`src/fcs_pkg.sv`:
```
package fcs_pkg;

    // ----------------------------------------------------------------
    // array geometry
    // ----------------------------------------------------------------
    localparam int ADDR_W = 17;
    localparam int DATA_W = 8;
    localparam int MEM_BYTES = 131072;
    localparam int SECTOR_COUNT = 8;
    localparam int SECTOR_BYTES = 16384;
    localparam int SECTOR_SEL_LSB = 14; // sector number sits above this

    // ----------------------------------------------------------------
    // status bits on the byte data bus during an operation
    // ----------------------------------------------------------------
    localparam int COMPLETION_POLL_POS = 7;
    localparam int TOGGLE_STATUS_POS = 6;
    localparam logic [7:0] ERASED_BYTE = 8'hFF;

    // ----------------------------------------------------------------
    // timing at a 100 ns clock
    // ----------------------------------------------------------------
    localparam int CLK_PERIOD_NS = 100;
    localparam int T_ACCESS_NS = 100;  // worst read access assumed
    localparam int T_WE_LOW_NS = 100;  // least write strobe width
    localparam int ACC_CYC_RAW =
        (T_ACCESS_NS + CLK_PERIOD_NS - 1) / CLK_PERIOD_NS;
    localparam int ACC_CYC = (ACC_CYC_RAW < 1) ? 1 : ACC_CYC_RAW;
    localparam int WE_CYC_RAW =
        (T_WE_LOW_NS + CLK_PERIOD_NS - 1) / CLK_PERIOD_NS;
    localparam int WE_CYC = (WE_CYC_RAW < 1) ? 1 : WE_CYC_RAW;
    localparam int SYNC_STAGES = 2;
    localparam int RD_CYC = ACC_CYC + SYNC_STAGES + 1;
    localparam int POLL_LIMIT_DEF = 200000;

    // ----------------------------------------------------------------
    // requests accepted on the user port
    // ----------------------------------------------------------------
    typedef enum logic [2:0] {
        FCS_OP_READ,
        FCS_OP_PROGRAM,
        FCS_OP_ERASE_SECTOR,
        FCS_OP_SUSPEND,
        FCS_OP_RESUME,
        FCS_OP_SHORTCUT_ON,
        FCS_OP_SHORTCUT_OFF,
        FCS_OP_RESET
    } fcs_op_t;

endpackage : fcs_pkg

```
`src/fcs_sync.sv`:
```
`timescale 1ns/1ps

// ----------------------------------------------------------------
// two-flop synchroniser for the data pins
// ----------------------------------------------------------------
module fcs_sync #(
    parameter int WIDTH = 8
) (
    // clock and reset
    input wire logic clk_i,
    input wire logic reset_n_i,
    // data
    input wire logic [WIDTH-1:0] d_i,
    output logic [WIDTH-1:0] q_o
);

    if (WIDTH < 1)
    begin : g_bad_width
        $error("sync width must be positive");
    end

    logic [WIDTH-1:0] meta_reg;
    logic [WIDTH-1:0] meta_next;
    logic [WIDTH-1:0] q_reg;
    logic [WIDTH-1:0] q_next;

    // first stage is read only by the second
    always_comb
    begin
        meta_next = d_i;
        q_next = meta_reg;
    end

    always_ff @(posedge clk_i)
    begin
        if (!reset_n_i)
        begin
            meta_reg <= '0;
            q_reg <= '0;
        end
        else
        begin
            meta_reg <= meta_next;
            q_reg <= q_next;
        end
    end

    assign q_o = q_reg;

endmodule : fcs_sync

```
`src/fcs_host.sv`:
```
`timescale 1ns/1ps

// Operation
// - in shortcut mode a program takes two writes, else four.
// - while busy, reads give polling and toggle bits to watch.
// - the host may put the flash in standby via its controls.
// - chip select, write strobe, output enable avoid contention.
module fcs_host #(
    parameter int POLL_LIMIT = fcs_pkg::POLL_LIMIT_DEF,
    parameter logic [16:0] UNLOCK1_ADDR = 17'h00001,
    parameter logic [16:0] UNLOCK2_ADDR = 17'h00002,
    parameter logic [7:0] UNLOCK1_DATA = 8'h01,
    parameter logic [7:0] UNLOCK2_DATA = 8'h02,
    parameter logic [7:0] CMD_PROGRAM = 8'h10,
    parameter logic [7:0] CMD_ERASE_SETUP = 8'h20,
    parameter logic [7:0] CMD_SECTOR_ERASE = 8'h21,
    parameter logic [7:0] CMD_SUSPEND = 8'h30,
    parameter logic [7:0] CMD_RESUME = 8'h31,
    parameter logic [7:0] CMD_SHORTCUT_ON = 8'h40,
    parameter logic [7:0] CMD_SHORTCUT_OFF1 = 8'h41,
    parameter logic [7:0] CMD_SHORTCUT_OFF2 = 8'h42,
    parameter logic [7:0] CMD_RESET = 8'h50
) (
    // clock and reset
    input wire logic clk_i,
    input wire logic reset_n_i,
    // user request
    input wire logic req_valid_i,
    input wire logic [2:0] req_op_i,
    input wire logic [16:0] req_addr_i,
    input wire logic [7:0] req_data_i,
    output logic req_ready_o,
    // user response
    output logic rsp_valid_o,
    output logic [7:0] rsp_data_o,
    output logic rsp_error_o,
    output logic shortcut_mode_o,
    // flash pins
    output logic [16:0] flash_addr_o,
    output logic [7:0] flash_dq_o,
    output logic flash_dq_oe_o,
    input wire logic [7:0] flash_dq_i,
    output logic flash_ce_n_o,
    output logic flash_we_n_o,
    output logic flash_oe_n_o
);

    // ----------------------------------------------------------------
    // checks and types
    // ----------------------------------------------------------------
    if (POLL_LIMIT < 2 || POLL_LIMIT > 32'h7FFFFFFF)
    begin : g_bad_limit
        $error("poll limit out of range");
    end

    typedef enum logic [2:0] {
        ST_IDLE, ST_WSET, ST_WLOW, ST_WEND, ST_RD, ST_DONE
    } fcs_state_t;

    localparam logic [7:0] RD_LAST = 8'(fcs_pkg::RD_CYC);
    localparam logic [7:0] WE_LAST = 8'(fcs_pkg::WE_CYC);
    localparam logic [31:0] POLL_MAX = 32'(POLL_LIMIT);

    logic [7:0] dq_sync;

    fcs_sync #(
        .WIDTH(fcs_pkg::DATA_W)
    ) u_dq_sync (
        .clk_i(clk_i),
        .reset_n_i(reset_n_i),
        .d_i(flash_dq_i),
        .q_o(dq_sync)
    );

    // ----------------------------------------------------------------
    // command sequence table: {last, addr, data} for step idx
    // ----------------------------------------------------------------
    function automatic logic [25:0] cmd_step(
        input fcs_pkg::fcs_op_t op,
        input logic [2:0] idx,
        input logic fast,
        input logic [16:0] a,
        input logic [7:0] d
    );
        logic [25:0] s;
        s = {1'b1, a, CMD_RESET};
        unique case (op)
            fcs_pkg::FCS_OP_PROGRAM:
                if (fast) // two writes in shortcut mode
                    s = (idx == 3'h0) ? {1'b0, a, CMD_PROGRAM}
                                      : {1'b1, a, d};
                else
                    unique case (idx)
                        3'h0: s = {1'b0, UNLOCK1_ADDR, UNLOCK1_DATA};
                        3'h1: s = {1'b0, UNLOCK2_ADDR, UNLOCK2_DATA};
                        3'h2: s = {1'b0, UNLOCK1_ADDR, CMD_PROGRAM};
                        default: s = {1'b1, a, d};
                    endcase
            fcs_pkg::FCS_OP_ERASE_SECTOR:
                unique case (idx)
                    3'h0, 3'h3: s = {1'b0, UNLOCK1_ADDR, UNLOCK1_DATA};
                    3'h1, 3'h4: s = {1'b0, UNLOCK2_ADDR, UNLOCK2_DATA};
                    3'h2: s = {1'b0, UNLOCK1_ADDR, CMD_ERASE_SETUP};
                    default: s = {1'b1, a, CMD_SECTOR_ERASE};
                endcase
            fcs_pkg::FCS_OP_SUSPEND: s = {1'b1, a, CMD_SUSPEND};
            fcs_pkg::FCS_OP_RESUME: s = {1'b1, a, CMD_RESUME};
            fcs_pkg::FCS_OP_SHORTCUT_ON:
                unique case (idx)
                    3'h0: s = {1'b0, UNLOCK1_ADDR, UNLOCK1_DATA};
                    3'h1: s = {1'b0, UNLOCK2_ADDR, UNLOCK2_DATA};
                    default: s = {1'b1, UNLOCK1_ADDR, CMD_SHORTCUT_ON};
                endcase
            fcs_pkg::FCS_OP_SHORTCUT_OFF:
                s = (idx == 3'h0) ? {1'b0, a, CMD_SHORTCUT_OFF1}
                                  : {1'b1, a, CMD_SHORTCUT_OFF2};
            default: s = {1'b1, a, CMD_RESET};
        endcase
        return s;
    endfunction : cmd_step

    // ----------------------------------------------------------------
    // sequencer state
    // ----------------------------------------------------------------
    fcs_state_t state_reg, state_next;
    fcs_pkg::fcs_op_t op_reg, op_next;
    logic [16:0] addr_reg, addr_next;
    logic [7:0] data_reg, data_next;
    logic [2:0] idx_reg, idx_next;
    logic [7:0] cnt_reg, cnt_next;
    logic [31:0] poll_reg, poll_next;
    logic prev_tog_reg, prev_tog_next;
    logic have_prev_reg, have_prev_next;
    logic fast_reg, fast_next;
    logic [7:0] rsp_data_reg, rsp_data_next;
    logic rsp_err_reg, rsp_err_next;
    logic [25:0] step;

    // next-state: write steps, polling reads, completion
    always_comb
    begin
        state_next = state_reg;
        op_next = op_reg;
        addr_next = addr_reg;
        data_next = data_reg;
        idx_next = idx_reg;
        cnt_next = cnt_reg;
        poll_next = poll_reg;
        prev_tog_next = prev_tog_reg;
        have_prev_next = have_prev_reg;
        fast_next = fast_reg;
        rsp_data_next = rsp_data_reg;
        rsp_err_next = rsp_err_reg;
        step = cmd_step(op_reg, idx_reg, fast_reg, addr_reg, data_reg);
        unique case (state_reg)
            ST_IDLE: // taken only while ready is shown
                if (req_valid_i && req_ready_o)
                begin
                    op_next = fcs_pkg::fcs_op_t'(req_op_i);
                    addr_next = req_addr_i;
                    data_next = req_data_i;
                    idx_next = 3'h0;
                    cnt_next = 8'h00;
                    poll_next = 32'h0;
                    have_prev_next = 1'b0;
                    rsp_err_next = 1'b0;
                    state_next = (req_op_i == 3'(fcs_pkg::FCS_OP_READ))
                        ? ST_RD : ST_WSET;
                end
            ST_WSET:
            begin
                cnt_next = 8'h01;
                state_next = ST_WLOW;
            end
            ST_WLOW: // strobe held low for its least width
                if (cnt_reg >= WE_LAST)
                    state_next = ST_WEND;
                else
                    cnt_next = cnt_reg + 8'h01;
            ST_WEND:
            begin
                cnt_next = 8'h00;
                if (!step[25])
                begin
                    idx_next = idx_reg + 3'h1;
                    state_next = ST_WSET;
                end
                else if (op_reg == fcs_pkg::FCS_OP_PROGRAM ||
                         op_reg == fcs_pkg::FCS_OP_ERASE_SECTOR ||
                         op_reg == fcs_pkg::FCS_OP_SUSPEND)
                    state_next = ST_RD; // busy: poll
                else
                begin
                    if (op_reg == fcs_pkg::FCS_OP_SHORTCUT_ON)
                        fast_next = 1'b1;
                    else if (op_reg == fcs_pkg::FCS_OP_SHORTCUT_OFF ||
                             op_reg == fcs_pkg::FCS_OP_RESET)
                        fast_next = 1'b0;
                    state_next = ST_DONE;
                end
            end
            ST_RD:
                if (cnt_reg != RD_LAST)
                    cnt_next = cnt_reg + 8'h01;
                else if (op_reg == fcs_pkg::FCS_OP_READ)
                begin
                    rsp_data_next = dq_sync;
                    state_next = ST_DONE;
                end
                // toggle bit stable across two reads: done
                else if (have_prev_reg && (prev_tog_reg ==
                         dq_sync[fcs_pkg::TOGGLE_STATUS_POS]))
                begin
                    rsp_data_next = dq_sync;
                    // a refused program leaves the old byte behind
                    rsp_err_next = (op_reg == fcs_pkg::FCS_OP_PROGRAM)
                        && (dq_sync != data_reg);
                    state_next = ST_DONE;
                end
                else if (poll_reg >= POLL_MAX)
                begin
                    rsp_data_next = dq_sync;
                    rsp_err_next = 1'b1; // gave up waiting
                    state_next = ST_DONE;
                end
                else
                begin
                    prev_tog_next = dq_sync[fcs_pkg::TOGGLE_STATUS_POS];
                    have_prev_next = 1'b1;
                    poll_next = poll_reg + 32'h1;
                    cnt_next = 8'h00; // new read
                end
            ST_DONE:
                state_next = ST_IDLE;
            default:
                state_next = ST_IDLE;
        endcase
    end

    always_ff @(posedge clk_i)
    begin
        if (!reset_n_i)
        begin
            state_reg <= ST_IDLE;
            op_reg <= fcs_pkg::FCS_OP_READ;
            addr_reg <= 17'h00000;
            data_reg <= 8'h00;
            idx_reg <= 3'h0;
            cnt_reg <= 8'h00;
            poll_reg <= 32'h0;
            prev_tog_reg <= 1'b0;
            have_prev_reg <= 1'b0;
            fast_reg <= 1'b0;
            rsp_data_reg <= 8'h00;
            rsp_err_reg <= 1'b0;
        end
        else
        begin
            state_reg <= state_next;
            op_reg <= op_next;
            addr_reg <= addr_next;
            data_reg <= data_next;
            idx_reg <= idx_next;
            cnt_reg <= cnt_next;
            poll_reg <= poll_next;
            prev_tog_reg <= prev_tog_next;
            have_prev_reg <= have_prev_next;
            fast_reg <= fast_next;
            rsp_data_reg <= rsp_data_next;
            rsp_err_reg <= rsp_err_next;
        end
    end

    // ----------------------------------------------------------------
    // pin drive, all registered from the next state
    // ----------------------------------------------------------------
    logic ce_n_reg, ce_n_next;
    logic we_n_reg, we_n_next;
    logic oe_n_reg, oe_n_next;
    logic dq_oe_reg, dq_oe_next;
    logic [16:0] pin_addr_reg, pin_addr_next;
    logic [7:0] pin_dq_reg, pin_dq_next;
    logic ready_reg, ready_next;
    logic rsp_valid_reg, rsp_valid_next;
    logic [25:0] nstep;

    // oe only low a cycle after dq released, so no contention
    always_comb
    begin
        nstep = cmd_step(op_next, idx_next, fast_next, addr_next,
            data_next);
        // chip deselected between requests: standby
        ce_n_next = (state_next == ST_IDLE) || (state_next == ST_DONE);
        we_n_next = (state_next != ST_WLOW);
        oe_n_next = !((state_next == ST_RD) && (cnt_next != 8'h00));
        dq_oe_next = (state_next == ST_WSET) ||
            (state_next == ST_WLOW) || (state_next == ST_WEND);
        pin_addr_next = (state_next == ST_RD) ? addr_next
                                              : nstep[24:8];
        pin_dq_next = nstep[7:0];
        ready_next = (state_next == ST_IDLE);
        rsp_valid_next = (state_next == ST_DONE);
    end

    always_ff @(posedge clk_i)
    begin
        if (!reset_n_i)
        begin
            ce_n_reg <= 1'b1;
            we_n_reg <= 1'b1;
            oe_n_reg <= 1'b1;
            dq_oe_reg <= 1'b0;
            pin_addr_reg <= 17'h00000;
            pin_dq_reg <= 8'h00;
            ready_reg <= 1'b0;
            rsp_valid_reg <= 1'b0;
        end
        else
        begin
            ce_n_reg <= ce_n_next;
            we_n_reg <= we_n_next;
            oe_n_reg <= oe_n_next;
            dq_oe_reg <= dq_oe_next;
            pin_addr_reg <= pin_addr_next;
            pin_dq_reg <= pin_dq_next;
            ready_reg <= ready_next;
            rsp_valid_reg <= rsp_valid_next;
        end
    end

    assign flash_ce_n_o = ce_n_reg;
    assign flash_we_n_o = we_n_reg;
    assign flash_oe_n_o = oe_n_reg;
    assign flash_dq_oe_o = dq_oe_reg;
    assign flash_addr_o = pin_addr_reg;
    assign flash_dq_o = pin_dq_reg;
    assign req_ready_o = ready_reg;
    assign rsp_valid_o = rsp_valid_reg;
    assign rsp_data_o = rsp_data_reg;
    assign rsp_error_o = rsp_err_reg;
    assign shortcut_mode_o = fast_reg;

    // ----------------------------------------------------------------
    // checks
    // ----------------------------------------------------------------
    logic [3:0] wcount_reg, wcount_next;

    // helper: write strobes issued for the current request
    always_comb
    begin
        wcount_next = wcount_reg;
        if (state_reg == ST_IDLE)
            wcount_next = 4'h0;
        else if (!we_n_next && we_n_reg)
            wcount_next = wcount_reg + 4'h1;
    end

    always_ff @(posedge clk_i)
    begin
        if (!reset_n_i)
            wcount_reg <= 4'h0;
        else
            wcount_reg <= wcount_next;
    end

    a_no_contention: assert property (@(posedge clk_i)
        disable iff (!reset_n_i) flash_dq_oe_o |-> flash_oe_n_o)
        else $error("data driven while output enable low");

    a_we_inside_ce: assert property (@(posedge clk_i)
        disable iff (!reset_n_i)
        !flash_we_n_o |-> !flash_ce_n_o && flash_oe_n_o && flash_dq_oe_o
            ##1 flash_dq_oe_o)
        else $error("write strobe outside select or data hold");

    a_idle_standby: assert property (@(posedge clk_i)
        disable iff (!reset_n_i)
        req_ready_o |-> flash_ce_n_o && flash_we_n_o && flash_oe_n_o)
        else $error("chip selected while idle");

    a_program_length: assert property (@(posedge clk_i)
        disable iff (!reset_n_i)
        (state_reg == ST_DONE && op_reg == fcs_pkg::FCS_OP_PROGRAM)
        |-> wcount_reg == (fast_reg ? 4'h2 : 4'h4))
        else $error("program sequence has wrong write count");

    a_poll_before_done: assert property (@(posedge clk_i)
        disable iff (!reset_n_i)
        (rsp_valid_o && !rsp_error_o &&
         op_reg == fcs_pkg::FCS_OP_ERASE_SECTOR) |-> have_prev_reg)
        else $error("erase reported done without two polls");

    a_poll_read_gap: assert property (@(posedge clk_i)
        disable iff (!reset_n_i)
        $rose(flash_oe_n_o) && state_reg == ST_RD |=>
            $fell(flash_oe_n_o))
        else $error("polling reads not separated by one cycle");

endmodule : fcs_host

```
`config.mk`:
```
export PLATFORM = sky130hd
export DESIGN_NAME = fcs_host
export DESIGN_NICKNAME = d
export VERILOG_FILES = /design/src/fcs_pkg.sv /design/src/fcs_sync.sv /design/src/fcs_host.sv
export SDC_FILE = /design/constraint.sdc
export NUM_CORES = 1
export LEC_CHECK = 0
export BUFFER_PORTS_ARGS = -buffer_cell sky130_fd_sc_hd__buf_4
export CORE_MARGIN = 3
export CORE_UTILIZATION = 45
export DETAILED_ROUTE_END_ITERATION = 8
export GPL_ROUTABILITY_DRIVEN = 0
export PLACE_DENSITY_LB_ADDON = 0.25
export SLEW_MARGIN = 5
export SYNTH_ARGS = -nofsm -noshare
export SYNTH_HDL_FRONTEND = slang
export SYNTH_SLANG_ARGS = --single-unit
```
`constraint.sdc`:
```
create_clock -name clk_i -period 4.2 [get_ports clk_i]
set_input_delay 0.42 -clock clk_i [delete_from_list [all_inputs] [get_ports clk_i]]
set_output_delay 0.42 -clock clk_i [all_outputs]
set_load 0.005 [all_outputs]
```
==> impl_metrics.csv, run 1 <==
group,metric,value,unit
outcome,outcome,"finished, final reports clean",
synth,synth-edff-count,0,
finish,syn_to_final_growth,21.6,%
clock_network,cts_inserted_buffers,17,
power_and_ir_drop,p_sw_share,26.3,%
worst_setup_path,startpoint,"idx_reg[0]",
worst_setup_path,worstPathArrival,3.66,ns
timing,worst-slew-pin-transition,0.948,ns
timing,hold_violations,0,
grt,grt.overflow.total,0,
drt,wl_per_cell,15.5,um
worst_hold_path,hp-class,"in -> reg",
worst_setup_path,crit_chain,"inv_1 > ha_1 > nor2_1 > o21ai_0 > a211oi_2 > nor2_2 > a21oi_1 > a21oi_1 > nor3b_4 > nor3_1",
clock_network,insertion_delay,0.43,ns
worst_setup_path,cp_max_fo,15,
drt,first_iter_violations,561,
floorplan,io_pins,80,
timing,finalCritPeriodShare,80.4,%
clock_network,clkSinkCount,133,
drt,first_pass_iters,5,
timing,maxSlewHeadroom,36.8,%
synth,async_reset_ff_share,0,%
worst_setup_path,path_class,"reg -> reg",
synth,netlist_area,5890,um^2
floorplan,num_rows,41,
worst_setup_path,reg2reg_depth,10,
power_and_ir_drop,p_seq_share,42.0,%
synth,syn_inst,684,
clock_network,clockRootBuffer,"clkbuf_16",
grt,grt_max_degree,41,
finish,drive_gt1_share,17.1,%
synth,synth_top_area_share,45.2,%
placed_design,dp_hpwl,10.3,mm
worst_setup_path,critPathBufInv,1,
worst_setup_path,endpoint,"flash_addr_o[7]",
clock_network,ctsHtreeMaxLevel,4,
floorplan,die_area,14500,um^2
synth,yosys-top-cells-area,"dfxtp_1, nor2_1, mux2i_1, nand2_1, a21oi_1",
run,max_cap_viol_count,0,
clock_network,tritoncts,"done",
timing,clock_skew,0.0176,ns
clock_network,ctsHoldBuffers,0,
worst_setup_path,cpMostUsedCell,"a21oi_1",
synth,ys_ff_latch,133,
worst_setup_path,cp.required,4.48,ns
power_and_ir_drop,power_frac_comb,13.9,%
timing,drv_slew,0,
finish,instances_no_fill,939,
finish,fillers,1233,
worst_setup_path,start_kind,"flop",
drt,ant_nets,0,
worst_setup_path,regToRegSetupSlack,0.82,ns
timing,rsz0062_at_grt,"false",
floorplan,core_area,12700,um^2
power_and_ir_drop,internal-power,2.40,mW
drt,wirelength,14.5,mm
timing,final.setup.tns,0,ns
drt,via_per_inst,5.50,
floorplan,die_w,120,um
synth,ys_types,66,
worst_setup_path,critPathCaptureType,"flop",
placed_design,io_buffers,79,
worst_setup_path,r2r_end,"flash_addr_o[7]",
worst_setup_path,r2r-start,"idx_reg[0]",
power_and_ir_drop,power.density,454,nW/um^2
power_and_ir_drop,ir_drop,0.000291,V
floorplan,start_util,46.3,%
timing,min_period,3.38,ns
synth,synth_warnings,0,
synth,synth_common_cells,"dfxtp_1, nor2_1, nand2_1",
timing,setup_viol,0,
synth,avgSynthCellArea,8.61,um^2
finish,largest_register_ffs,32,
drt,drc,0,
grt,antenna_found_initial,0,
power_and_ir_drop,power_switching,0.856,mW
grt,grt.total_usage,20.6,%
worst_setup_path,path_depth,10,
floorplan,die_h,120,um
grt,grt_pass1_wl,24.0,mm
drt,dr_total_vias,5165,
synth,syn_nets,734,
grt,grt_pass1_vias,4973,
synth,yosys.area.top_type,"dfxtp_1",
synth,seq_area_frac_synth,45.2,%
synth,yosysMostFrequentCell,"dfxtp_1",
worst_setup_path,slowest_delay,0.64,ns
finish,finalNetCount,804,
power_and_ir_drop,power_leakage,2.82,nW
timing,max_freq,296,MHz
worst_setup_path,path_delay_family,"compound AO/OA/AOI/OAI gates",
placed_design,dp_cells,907,
power_and_ir_drop,clock_power_share,44.1,%
clock_network,cts_resized,0,
timing,setup_slack,0.823,ns
clock_network,cts_buffer_depth,2,
finish,diodes,0,
clock_network,clk_pin_slew,0.06,ns
clock_network,post_cts_buffers,0,
placed_design,place_ws,0.889,ns
synth,synth_flop_cell,"dfxtp_1",
worst_setup_path,slowest_stage,"nor3b_4",
[layer usage]
layer  GRT usage (%)  vias up  part of all wire (%)
met3            6.27       30                   6.3
li1                -     2557                     -
met1            25.6     2427                    45
met5               0        -                     0
met4            8.29        0                   2.3
met2            33.4      151                    46
[final cells by class]
type                    count  area [um^2]  area share [%]
inverters                  19         71.3           0.996
multi-input cells         501         3020            42.2
well taps                 172          215            3.00
repair buffers             82          616            8.59
flip-flops and latches    133         2660            37.2
clock buffers              19          443            6.18
clock inverters            13          134            1.87
[cell usage in the layout, fill, tap and decap left out, drive strengths merged, types with 22 or more instances in the layout]
| cell | synthesis | final |
|---|---|---|
| a21oi | 40 | 40 |
| and2 | 22 | 22 |
| buf | 8 | 82 |
| dfxtp | 133 | 133 |
| mux2i | 28 | 28 |
| nand2 | 60 | 60 |
| nor2 | 97 | 97 |
| nor3 | 32 | 32 |
| o21ai | 36 | 36 |
[cell families after synthesis]
| logic type | count (synthesis) | synth area share (%) |
|---|---|---|
| compound gates | 142 | 15.8 |
| mux | 28 | 4.76 |
| xor+xnor | 20 | 2.97 |
| flops | 133 | 45.2 |
| buf+inv | 50 | 3.53 |
| fa+ha+maj | 11 | 2.34 |
| simple gates | 300 | 25.5 |
[worst reg2reg max path, delay by kind of cell (launching register included)]
family / cells / cell delay (ns)
fa+ha+maj: 1 / 0.29
flops: 1 / 0.54
simple gates: 4 / 1.09
compound gates: 4 / 1.14
buf+inv: 1 / 0.21
[power groups by stage]
stage / logic, mW / registers, mW / clock network (mW)
floorplan: 0.311 / 1.38 / 0
global placement: 0.442 / 1.39 / 0
detailed placement: 0.450 / 1.39 / 0
CTS: 0.452 / 1.37 / 1.45
global route: 0.503 / 1.37 / 1.51
finish: 0.452 / 1.37 / 1.43
[worst min-delay path by stage]
stage | start | end | slack [ns] | cells past startpoint
2_1_floorplan | u_dq_sync.meta_reg[6] | u_dq_sync.q_o[6] | 0.41 | 1
3_3_place_gp | u_dq_sync.meta_reg[6] | u_dq_sync.q_o[6] | 0.42 | 1
3_5_place_dp | u_dq_sync.meta_reg[5] | u_dq_sync.q_o[5] | 0.42 | 1
4_1_cts | flash_dq_i[6] | u_dq_sync.meta_reg[6] | 0.19 | 2
5_1_grt | flash_dq_i[7] | u_dq_sync.meta_reg[7] | 0.20 | 2
6_report | flash_dq_i[0] | u_dq_sync.meta_reg[0] | 0.20 | 2
[per-stage QoR]
stage | area [um^2] | util, % | total power [mW] | hold slack (ns)
after floorplan | 5890 | - | 1.69 | 0.406
after global placement | 6590 | 51.8 | 1.83 | 0.416
after detailed placement | 6590 | 51.8 | 1.84 | 0.418
after CTS | 7160 | 56.3 | 3.27 | 0.188
after global routing | 7160 | 56.3 | 3.38 | 0.195
final | 7160 | 56.3 | 3.25 | 0.198
Note: power is estimated with default switching activity, not from simulation.
==> run 2, diff against run 1 <==
- ABC_AREA: default -> 1
- clock period: 4.2 -> 3.1 ns (I/O delays scaled with it)
==> run 2 against run 1 <==
  * Register-to-register slack lost 0.33 ns
  * Clock power grew 36%
  * Largest cell class unchanged
  * Sequential power grew 34%
  * Global-route usage shrank 1.5 points
  * Area after synthesis grew 6.5%
  * Synthesized cell count grew 32%
  * Sequential share of layout area shrank 2.2 points
==> impl_metrics.csv, run 2 <==
group,metric,value,unit
grt,antenna_found_initial,0,
timing,clock_skew,0.0116,ns
drt,ant_nets,0,
timing,setup_slack,0.495,ns
synth,netlist_area,6270,um^2
power_and_ir_drop,power.density,585,nW/um^2
timing,maxSlewHeadroom,60.2,%
finish,final_common_cell,"nand2_1",
clock_network,clockRootBuffer,"clkbuf_16",
synth,ys_ff_latch,133,
synth,avgSynthCellArea,6.93,um^2
finish,finalNetCount,1034,
floorplan,start_util,46.6,%
drt,wirelength,14.2,mm
worst_setup_path,path_class,"reg -> reg",
clock_network,clkSinkCount,133,
clock_network,post_cts_buffers,0,
worst_setup_path,cp.required,3.40,ns
synth,ys_types,45,
synth,syn_inst,905,
synth,yosys.area.top_type,"dfxtp_1",
clock_network,cts_inserted_buffers,17,
worst_hold_path,hold_depth,3,
drt,first_pass_iters,5,
synth,synth-edff-count,0,
timing,final.setup.tns,0,ns
power_and_ir_drop,internal-power,3.24,mW
worst_setup_path,start_kind,"flop",
grt,grt.overflow.total,0,
grt,grt_max_degree,57,
timing,max_freq,384,MHz
clock_network,tritoncts,"done",
drt,dr_total_vias,5639,
grt,grt.total_usage,19.1,%
finish,final_area,7610,um^2
drt,drc,0,
worst_setup_path,cp_max_fo,15,
finish,syn_to_final_growth,21.2,%
timing,min_period,2.60,ns
finish,diodes,0,
worst_setup_path,reg2reg_depth,18,
clock_network,insertion_delay,0.42,ns
drt,wl_per_cell,12.1,um
placed_design,dp_hpwl,10.3,mm
outcome,outcome,"finished, final reports clean",
grt,grt_pass1_vias,5055,
synth,synth_warnings,0,
power_and_ir_drop,clock_power_share,43.8,%
finish,drive_gt1_share,17.1,%
synth,yosys-top-cells-area,"dfxtp_1, nand2_1, inv_1, nor2_1, o21ai_0",
grt,met1_usage,25.2,%
power_and_ir_drop,power_frac_comb,14.9,%
drt,via_per_inst,4.81,
synth,synth_common_cells,"nand2_1, inv_1, dfxtp_1",
clock_network,ctsHtreeMaxLevel,4,
synth,syn_nets,955,
synth,synth_top_area_share,42.4,%
power_and_ir_drop,p_sw_share,27.3,%
clock_network,ctsHoldBuffers,0,
floorplan,die_h,124,um
timing,worst-slew-pin-transition,0.596,ns
power_and_ir_drop,p_seq_share,41.3,%
grt,grt_use_met2,31.0,%
floorplan,die_area,15400,um^2
synth,async_reset_ff_share,0,%
worst_setup_path,worstPathArrival,2.91,ns
clock_network,cts_resized,0,
timing,setup_viol,0,
finish,layout_common_cells,"nand2_1, inv_1, dfxtp_1, nor2_1, buf_4",
synth,synth_flop_cell,"dfxtp_1",
worst_setup_path,critPathCaptureType,"flop",
grt,busiest_layer,"met2",
floorplan,io_pins,80,
floorplan,core_area,13500,um^2
finish,largest_register_ffs,32,
grt,use_met3,4.72,%
power_and_ir_drop,fin_total_pwr,4.45,mW
power_and_ir_drop,power_switching,1.21,mW
floorplan,num_rows,42,
placed_design,dpl_cell_area,7030,um^2
power_and_ir_drop,power_leakage,3.62,nW
synth,seq_area_frac_synth,42.4,%
timing,finalCritPeriodShare,84.0,%
timing,drv_slew,0,
grt,grt_pass1_wl,23.2,mm
worst_hold_path,hp-class,"in -> reg",
floorplan,die_w,124,um
placed_design,place_ws,0.554,ns
synth,yosysMostFrequentCell,"nand2_1",
timing,hold_violations,0,
power_and_ir_drop,ir_drop,0.000303,V
clock_network,cts_buffer_depth,2,
clock_network,clk_pin_slew,0.06,ns
run,max_cap_viol_count,0,
timing,rsz0062_at_grt,"false",
placed_design,io_buffers,79,
drt,first_iter_violations,389,
-- run 2: stage by stage --
step | hold WS (ns) | util (%) | instances
floorplan | 0.386 | - | 905
global placement | 0.393 | 52.2 | 1141
detailed placement | 0.391 | 52.2 | 1141
CTS | 0.0569 | 56.5 | 1173
global route | 0.0632 | 56.5 | 1173
finish | 0.0710 | 56.5 | 1173
-- run 2: per-layer routing --
layer	up-vias	routed length, um
li1	2996	-
met1	2485	6640
met2	140	6620
met3	18	788
met4	0	182
met5	-	0
-- run 2: kinds of logic (layout without fill, tap and decap cells) --
logic type	Yosys count	after routing	share of synthesized area, %
mux	1	1	0.160
compound gates	134	134	11.9
buf+inv	194	286	11.8
flops	133	133	42.4
fa+ha+maj	11	11	2.19
xor+xnor	5	5	0.698
simple gates	427	427	30.8
-- run 2: critical path: stages, from the launching register on --
cell	delay [ns]
dfxtp_1	0.34
inv_1	0.13
ha_1	0.22
nand2_1	0.09
inv_1	0.11
nand2_1	0.07
nand3_1	0.08
nand2_1	0.07
nand3_1	0.09
nand3_1	0.14
nand3_1	0.13
nand2_2	0.12
nor2_4	0.16
nor2_2	0.06
nand2_1	0.09
nand2_1	0.12
nor3_4	0.13
buf_4	0.27
nor2_1	0.06
-- run 2: path summary, 6_finish.rpt --
kind / to / slack (ns) / start
worst max-delay path: flash_addr_o[4] / 0.50 / idx_reg[0]
worst min register to register: u_dq_sync.q_o[6] / 0.41 / u_dq_sync.meta_reg[6]
worst min-delay path: u_dq_sync.meta_reg[6] / 0.07 / flash_dq_i[6]
worst max register to register: flash_addr_o[4] / 0.50 / idx_reg[0]
-- run 2: layout make-up --
cell class	instances	area, um^2
timing repair buffer	85	638
sequential	133	2660
tap	176	220
fill	1315	5850
multi-input combinational	578	2870
clock inverter	13	146
inverter	169	634
clock buffer	19	433
-- run 2: power groups by stage --
stage / Sequential (mW) / Clock, mW / Combinational (mW)
2_1_floorplan: 1.87 / 0 / 0.452
3_3_place_gp: 1.88 / 0 / 0.655
3_5_place_dp: 1.88 / 0 / 0.660
4_1_cts: 1.84 / 1.99 / 0.666
5_1_grt: 1.85 / 2.07 / 0.751
6_report: 1.84 / 1.95 / 0.663
